`config.mk`:
```
export PLATFORM = sky130hd
export DESIGN_NAME = tmh_mode_ctrl
export DESIGN_NICKNAME = d
export VERILOG_FILES = /design/src/design/tmh_pkg.sv /design/src/design/tmh_mode_ctrl.sv /design/src/design/tmh_prescaler.sv
export SDC_FILE = /design/constraint.sdc
export NUM_CORES = 1
export LEC_CHECK = 0
export BUFFER_PORTS_ARGS = -buffer_cell sky130_fd_sc_hd__buf_2
export CORE_ASPECT_RATIO = 0.9
export CORE_MARGIN = 2
export CORE_UTILIZATION = 54
export CTS_CLUSTER_DIAMETER = 60
export CTS_CLUSTER_SIZE = 24
export DETAILED_ROUTE_END_ITERATION = 8
export GPL_TIMING_DRIVEN = 0
export PLACE_DENSITY = 0.86
export SKIP_LAST_GASP = 1
export SLEW_MARGIN = 0
export SYNTH_ARGS = -nofsm -noshare
export SYNTH_HDL_FRONTEND = slang
export SYNTH_HIERARCHICAL = 1
export SYNTH_SLANG_ARGS = --single-unit
```
`constraint.sdc`:
```
create_clock -name core_clk -period 3 [get_ports core_clk]
set_input_delay 0.3 -clock core_clk [delete_from_list [all_inputs] [get_ports core_clk]]
set_output_delay 0.3 -clock core_clk [all_outputs]
set_load 0.005 [all_outputs]
```
`src/design/tmh_pkg.sv`:
```
// package for the timer mode control block: register map, fields, constants
package tmh_pkg;
	localparam logic [15:0] TIMER_H_MODE_ADDR = 16'hff69;
	localparam logic [7:0]  TIMER_H_MODE_RST  = 8'h00;
	localparam logic [15:0] COUNT_ADDR        = 16'hff6a;
	localparam logic [15:0] CMP_ADDR          = 16'hff6b;
	localparam logic [7:0]  CMP_RST           = 8'hff;
	localparam int          PRESCALE_W        = 10;
	localparam int          CLK_PERIOD_NS     = 10;

	typedef enum logic [2:0] {
		TMH_CK_DIV1, TMH_CK_DIV2, TMH_CK_DIV4, TMH_CK_DIV64, TMH_CK_DIV1024, TMH_CK_NEIGH,
		TMH_CK_BAD6, TMH_CK_BAD7
	} tmh_clk_sel_t;

	typedef enum logic [1:0] {
		TMH_MD_INTERVAL = 2'b00, TMH_MD_BAD1 = 2'b01, TMH_MD_PWM = 2'b10, TMH_MD_BAD3 = 2'b11
	} tmh_mode_t;

	typedef struct packed {
		logic         timer_run_enable;
		tmh_clk_sel_t count_clock_sel;
		tmh_mode_t    op_mode;
		logic         output_default_level;
		logic         output_pin_enable;
	} tmh_mode_reg_t;

	typedef struct packed {
		logic [15:0] addr;
		logic [7:0]  wdata;
		logic        wr;
		logic        rd;
	} tmh_bus_req_t;
endpackage : tmh_pkg

```
`src/design/tmh_mode_ctrl.sv`:
```
// 8-bit timer with mode register: interval/PWM, clock select, output gating
// Summary of operation
// enable cleared stops and zeroes counter
// enable set counts on selected clock
// clock select decodes five divisions or neighbour
// mode field selects interval or PWM
// output level bit sets default level
// output enable bit gates the pin
// reset clears mode register to zero
// software changes selects only while stopped
`timescale 1ns/1ps
module tmh_mode_ctrl (
	input  wire logic                core_clk,
	input  wire logic                rst,
	input  wire logic [15:0]         addr,
	input  wire logic [7:0]          wdata,
	input  wire logic                wr,
	input  wire logic                rd,
	output logic [7:0]               rdata,
	input  wire logic                neighbour_timer,
	output logic                     timer_out,
	output logic                     timer_out_oe,
	output logic                     match_pulse,
	output logic                     setting_bad
);
	tmh_pkg::tmh_mode_reg_t mode_r;
	logic [7:0]             count_r;
	logic [7:0]             cmp_r;
	logic                   level_r;
	logic                   tick;
	logic                   sel_bad;
	logic                   mode_bad;
	logic                   match;
	logic [7:0]             rdata_nxt;
	logic                   hit_mode;
	logic                   hit_count;
	logic                   hit_cmp;
	logic                   mode_wr;
	logic                   cmp_wr;
	logic                   run_en;
	logic                   is_interval;
	logic                   is_pwm;
	logic                   step;
	logic                   at_cmp;
	logic                   at_top;
	logic                   level_flip;
	logic                   level_set;
	logic                   level_clr;

	// address decode; an unmapped address hits nothing, so it reads zero
	assign hit_mode  = (addr == tmh_pkg::TIMER_H_MODE_ADDR);
	assign hit_count = (addr == tmh_pkg::COUNT_ADDR);
	assign hit_cmp   = (addr == tmh_pkg::CMP_ADDR);

	// the counter has no write path: a write to its address is dropped
	assign mode_wr = wr && hit_mode;
	assign cmp_wr  = wr && hit_cmp;

	always_ff @(posedge core_clk) begin
		if (rst)
			mode_r <= tmh_pkg::tmh_mode_reg_t'(tmh_pkg::TIMER_H_MODE_RST);
		else if (mode_wr)
			mode_r <= tmh_pkg::tmh_mode_reg_t'(wdata);
	end

	always_ff @(posedge core_clk) begin
		if (rst)
			cmp_r <= tmh_pkg::CMP_RST;
		else if (cmp_wr)
			cmp_r <= wdata;
	end

	// field views of the mode register
	assign run_en      = mode_r.timer_run_enable;
	assign is_interval = (mode_r.op_mode == tmh_pkg::TMH_MD_INTERVAL);
	assign is_pwm      = (mode_r.op_mode == tmh_pkg::TMH_MD_PWM);
	assign mode_bad    = !is_interval && !is_pwm;

	// selects are not shadowed; a change while running is the user's hazard
	tmh_prescaler tmh_prescaler_i (
		.core_clk        (core_clk),
		.rst             (rst),
		.run             (run_en),
		.sel             (mode_r.count_clock_sel),
		.neighbour_timer (neighbour_timer),
		.tick            (tick),
		.sel_bad         (sel_bad)
	);

	// a prohibited mode freezes the counter instead of guessing a behaviour
	assign step   = tick && !mode_bad;
	assign at_cmp = (count_r == cmp_r);
	assign at_top = (count_r == 8'hff);
	assign match  = step && at_cmp;

	always_ff @(posedge core_clk) begin
		if (rst || !run_en)
			count_r <= 8'h00;
		else if (step) begin
			if (is_interval && at_cmp)
				count_r <= 8'h00;
			else
				count_r <= count_r + 8'h01;
		end
	end

	// interval toggles on match; pwm is active from zero up to compare
	assign level_flip = is_interval && match;
	assign level_set  = is_pwm && step && at_top;
	assign level_clr  = is_pwm && match && !at_top;

	always_ff @(posedge core_clk) begin
		if (rst || !run_en)
			level_r <= 1'b0;
		else if (level_flip)
			level_r <= !level_r;
		else if (level_set)
			level_r <= 1'b1;
		else if (level_clr)
			level_r <= 1'b0;
	end

	always_ff @(posedge core_clk) begin
		if (rst)
			timer_out <= 1'b0;
		else
			timer_out <= mode_r.output_default_level ^ level_r;
	end

	always_ff @(posedge core_clk) begin
		if (rst)
			timer_out_oe <= 1'b0;
		else
			timer_out_oe <= mode_r.output_pin_enable;
	end

	always_ff @(posedge core_clk) begin
		if (rst)
			match_pulse <= 1'b0;
		else
			match_pulse <= match;
	end

	assign setting_bad = sel_bad || mode_bad;

	always_comb begin
		if (!rd)
			rdata_nxt = 8'h00;
		else if (hit_mode)
			rdata_nxt = mode_r;
		else if (hit_count)
			rdata_nxt = count_r;
		else if (hit_cmp)
			rdata_nxt = cmp_r;
		else
			rdata_nxt = 8'h00;
	end

	always_ff @(posedge core_clk) begin
		if (rst)
			rdata <= 8'h00;
		else
			rdata <= rdata_nxt;
	end
endmodule // tmh_mode_ctrl

```
`src/design/tmh_prescaler.sv`:
```
// prescaler producing one-cycle count ticks for the selected count clock
`timescale 1ns/1ps
module tmh_prescaler (
	input  wire logic                  core_clk,
	input  wire logic                  rst,
	input  wire logic                  run,
	input  tmh_pkg::tmh_clk_sel_t      sel,
	input  wire logic                  neighbour_timer,
	output logic                       tick,
	output logic                       sel_bad
);
	logic [tmh_pkg::PRESCALE_W-1:0] div_r;
	logic                           neigh_d_r;

	// prescaler free-runs from reset only while counting, so a start is aligned
	always_ff @(posedge core_clk) begin
		if (rst || !run)
			div_r <= '0;
		else
			div_r <= div_r + 1'b1;
	end

	always_ff @(posedge core_clk) begin
		if (rst)
			neigh_d_r <= 1'b0;
		else
			neigh_d_r <= neighbour_timer;
	end

	always_comb begin
		sel_bad = 1'b0;
		case (sel)
			tmh_pkg::TMH_CK_DIV1:    tick = run;
			tmh_pkg::TMH_CK_DIV2:    tick = run && (div_r[0] == 1'b1);
			tmh_pkg::TMH_CK_DIV4:    tick = run && (div_r[1:0] == 2'h3);
			tmh_pkg::TMH_CK_DIV64:   tick = run && (div_r[5:0] == 6'h3f);
			tmh_pkg::TMH_CK_DIV1024: tick = run && (div_r == 10'h3ff);
			tmh_pkg::TMH_CK_NEIGH:   tick = run && neighbour_timer && !neigh_d_r;
			default: begin
				// prohibited codes count nothing
				tick    = 1'b0;
				sel_bad = 1'b1;
			end
		endcase
	end
endmodule // tmh_prescaler

```
; Word level (Yosys, flattened, before mapping)
; Cells that the tools add are included.
[word_totals]
register_bits = 47
in_bits = 29
elab_cells = 72
[op_classes]
n_addsub = 2
n_eq_ne = 14
muxes = 9
bitwise = 2
reduce_logical = 31
[ops]
columns = op, n
row1 = "equality test 16 bit, second input constant", 3
row2 = 2-to-1 mux 8 bit, 4
row3 = logical AND 1 bit, 17
row4 = "adder 10 x 1 -> 10 bit, second input constant", 1
row5 = "equality test 10 bit, second input constant", 1
row6 = "adder 8 x 1 -> 8 bit, second input constant", 1
row7 = equality test 8 bit, 1
row8 = "equality test 8 bit, second input constant", 1
row9 = logical NOT 1 bit, 7
row10 = "equality test 3 x 2 -> 1 bit, second input constant", 2
row11 = "equality test 3 bit, second input constant", 2
row12 = "equality test 6 bit, second input constant", 1
row13 = one-hot mux 1 bit (6 select lines), 1
row14 = OR reduction 6 bit, 1
row15 = "equality test 2 bit, second input constant", 2
row16 = 2-to-1 mux 1 bit, 4
row17 = "equality test 3 x 1 -> 1 bit, second input constant", 1
row18 = logical NOT 3 bit, 1
row19 = nonzero test 3 bit, 1
row20 = logical NOT 2 bit, 1
row21 = logical OR 1 bit, 2
row22 = OR reduction 2 bit, 1
row23 = inverter 1 bit, 1
row24 = XOR 1 bit, 1

; Depth between registers and ports, before layout
[depth]
word_depth = 11
depth_mapped = 11

; Modules after synthesis
; The synthesis kept the hierarchy.
[by_module_without_submodules]
columns = module, instances, cells_per_inst, area_per_inst_um2, seq_area_each_um2
row1 = tmh_mode_ctrl, 1, 162, 1625.3, 720.7
row2 = tmh_prescaler, 1, 59, 511.7, 220.2

; Worst setup path before layout
; OpenSTA, ideal clock, no wires.
[synth_timing]
kind = reg2reg
start = register tmh_prescaler_i/div_r[0] (netlist bit)
end = register count_r[6]
setup_time_ps = 126
arrival_ps = 1935
path_slack_ps = 939
path_stages_with_launch = 11
n_path_buf = 1
path_cell_list = dfxtp_1 > ha_1 > and4_1 > o21ai_1 > a211oi_2 > nor2b_1 > clkbuf_1 > and3_1 > nand4_1 > xor2_1 > nor2_1
[synth_between]
elab_chain_cells = 4
word_cells_on_any_way = 9
[synth_rtl]
columns = item, line_no
row1 = "start, declared", tmh_prescaler.sv:12  ; logic [tmh_pkg::PRESCALE_W-1:0] div_r;
row2 = "start signal, assigned", tmh_prescaler.sv:20  ; div_r <= div_r + 1'b1;
row3 = equality test 10 bit (tied with other cells), tmh_prescaler.sv:37  ; tmh_pkg::TMH_CK_DIV1024: tick = run && (div_r == 10'h3ff);
row4 = logical AND 1 bit (on tied branches), "tmh_prescaler.sv:37, tmh_prescaler.sv:35, tmh_prescaler.sv:36"
row5 = one-hot mux 1 bit (6 select lines) (*), tmh_prescaler.sv:32  ; case (sel)
row6 = named net tick, tmh_mode_ctrl.sv:30  ; logic tick;
row7 = logical AND 1 bit (*), tmh_mode_ctrl.sv:91  ; assign step = tick && !mode_bad;
row8 = "end signal, assigned", tmh_mode_ctrl.sv:103  ; count_r <= count_r + 8'h01;
row9 = "end, declared", tmh_mode_ctrl.sv:27  ; logic [7:0] count_r;
; The timed path passes the listed nets; every way through them passes the cells marked *.
; A chain may end at the register's enable or synchronous reset.

; Worst setup path in the final report
; Same ends and word-level chain as after synthesis.

==> impl_metrics.ini <==
[route]
drt_iter0_markers = 119
wire_per_inst_um = 13.6
viasPerCell = 5.49
dr.pass1.iters = 5
vias = 1725
wl_um = 4280
route.detailed.drc = 0
antenna_left = 0

[sta]
setup_viol = 0
finClkSkew_ns = 0.00413
fin_crit_sh = 0.805
tns_ns = 0
rsz0062_at_grt = no
layout_min_cycle_time_ns = 2.42
relSlewSlack = 0.648
setup_ws_ns = 0.585
fmax_ghz = 0.414
worst_pin_slew_ns = 0.527
drv_slew = 0
report.final.hold_viol_count = 0
hold_slack_ns = 0.229

[clock_network]
post-cts-setup-buffer-count = 0
tritoncts = done
cts_buffers = 5
clkSinkCount = 47
max-clock-path-buffers = 2
ctsHtreeMaxLevel = 2
clk_pin_slew_worst_paths_ns = 0.08
cts_hold_buf = 0
cts_root_buf = clkbuf_8
cts_resized = 0
insertion_delay_ns = 0.30

[setup_path]
crit_path_max_fanout = 8
arrival_ns = 2.59
critPathTopFamily = simple AND/OR/NAND/NOR gates
crit_chain = ha_1 -> and4_1 -> o21ai_1 -> a211oi_2 -> nor2b_1 -> clkbuf_1 -> and3_1 -> nand4_1 -> xor2_1 -> nor2_1
start_kind = flip-flop
path_class = flip-flop to flip-flop
path_buf_inv = 1
cpPeakStageDelay_ns = 0.39
critPathRequiredTime_ns = 3.18
crit_path_top_delay_cell = dfxtp_1
cp-end-kind = flip-flop

[global_route]
grt_first_pass_wirelength_um = 7380
grt_max_degree = 14
grt_usage = 0.211
grt-ovfl-total = 0
grt_pass1_vias = 1635
grt_antenna_before_repair = 0

[final_layout]
antenna_cells_inserted = 0
post-route-util = 0.661
layout.nets = 299
syn2layout_area_growth_pct = 16.2
layout_commonest_cell = dfxtp_1
drive_gt1_frac = 0.220
final_cell_mix = dfxtp_1 (47), buf_2 (41), nor2_1 (30), mux2i_1 (17), xor2_1 (15)

[pwr]
clockPowerShare = 0.361
seqPwrFrac = 0.599
peakVddDrop_mv = 0.351
p_per_area_nw_per_um2 = 420
switching_share = 0.207
combPwrFrac = 0.040
cell_internal_pwr_mw = 0.826
switchingPower_mw = 0.215
power.total_mw = 1.04
leakagePower_nw = 1.13

[synth]
netlist_area_um2 = 2140
yosys_warnings = 6
synth_nets = 252
synthCells = 221
synthTopCellsByArea = dfxtp_1 (44%), mux2i_1 (8.0%), xor2_1 (6.1%)
yosysSeqAreaShare = 0.440
ys_ff_latch = 47
synth_ff_type = dfxtp_1
yosysTopAreaCellShare = 0.440
synth_top_cell_by_area = dfxtp_1
synth_cell_types = 39
synth.avg_cell_area_um2 = 9.67
async_flop_share = 0
synth_edf_count = 0

[die]
ios = 41
die_width_um = 70.3
start_util = 0.569
std_cell_rows = 21
die_area_um2 = 4480
core_um2 = 3760
die_y_um = 63.7

[run_status]
outcome = finished clean

[worst_hold_path]
hold_class = input port to flip-flop

[place]
gp_congestion = 0.915
dpl.hpwl_um = 3190
io_buffer_count = 40
preCtsSetupSlack_ns = 0.613

[job]
drv_cap = 0
-- flip-flops by register name (all words and copies together) (netlist names) --
signal and flops:
match_pulse 1, mode_r 7, cmp_r 8, level_r 1, run_en 1, tmh_prescaler_i/div_r 10
tmh_prescaler_i/neigh_d_r 1, rdata 8, timer_out_oe 1, timer_out 1, count_r 8
-- cells in the mapped netlist, drive strengths merged (3+ instances only) --
| library cell | n |
|---|---|
| o21ai | 6 |
| nor2 | 30 |
| dfxtp | 47 |
| mux2i | 17 |
| xor2 | 15 |
| nand4 | 7 |
| nand3b | 3 |
| xnor2 | 6 |
| inv | 12 |
| clkbuf | 6 |
| nand2 | 11 |
| nor3 | 4 |
| nor4 | 5 |
| a222oi | 8 |
| nor2b | 5 |
| nand3 | 6 |
| nand2b | 12 |
-- final timing paths --
check | startpoint | to | slack (ns) | depth (start not counted)
setup / recovery | tmh_prescaler_i/div_r[0]$_SDFF_PP0_ | count_r[6]$_SDFFE_PP0N_ | 0.58 | 10
setup reg to reg | tmh_prescaler_i/div_r[0]$_SDFF_PP0_ | count_r[6]$_SDFFE_PP0N_ | 0.58 | 10
hold / removal | wdata[7] | cmp_r[7]$_SDFFE_PP1P_ | 0.23 | 3
hold reg to reg | tmh_prescaler_i/div_r[0]$_SDFF_PP0_ | tmh_prescaler_i/div_r[0]$_SDFF_PP0_ | 0.49 | 1
-- layer usage --
| layer | part of all wire | vias up | global-route usage |
|---|---|---|---|
| li1 | - | 862 | - |
| met1 | 0.48 | 814 | 0.278 |
| met2 | 0.45 | 45 | 0.327 |
| met3 | 0.054 | 4 | 0.0576 |
| met4 | 0.0082 | 0 | 0.0841 |
| met5 | 0 | - | 0 |
-- tightest hold or removal path: stages --
cell and delay, ns:
buf_2 0.08, mux2i_1 0.05, nand2b_1 0.06
-- through the flow --
stage                     std cells  cell area, µm²
after floorplan                 221            2140
after global placement          307            2390
after detailed placement        307            2390
after CTS                       314            2480
after global routing            314            2480
final                           314            2480
-- power groups by stage --
stage          Sequential [mW]  Combinational, mW  Clock (mW)
6_report                 0.624             0.0413       0.376
5_1_grt                  0.624             0.0464       0.406
4_1_cts                  0.624             0.0416       0.385
3_5_place_dp             0.639             0.0413           0
3_3_place_gp             0.639             0.0404           0
2_1_floorplan            0.639             0.0140           0
-- final cells by class --
class	instances	area, µm²
fill	318	1270
inverter	12	45.0
clock inverter	1	5.00
buffer	7	27.5
multi-input combinational	155	1120
clock buffer	6	82.6
tap	46	57.6
timing repair buffer	40	200
sequential	47	941
-- kinds of logic (layout without fill, tap and decap cells) --
family                   Yosys count  in the layout  synth area share
AND/OR/NAND/NOR                   95             95             0.277
flip-flops                        47             47             0.440
XOR/XNOR                          21             21            0.0861
AO/OA/AOI/OAI                     20             20            0.0714
buffers and inverters             19             66            0.0340
multiplexers                      17             17            0.0796
adder cells (fa/ha/maj)            2              2            0.0117
Note: power is estimated with default switching activity, not from simulation.
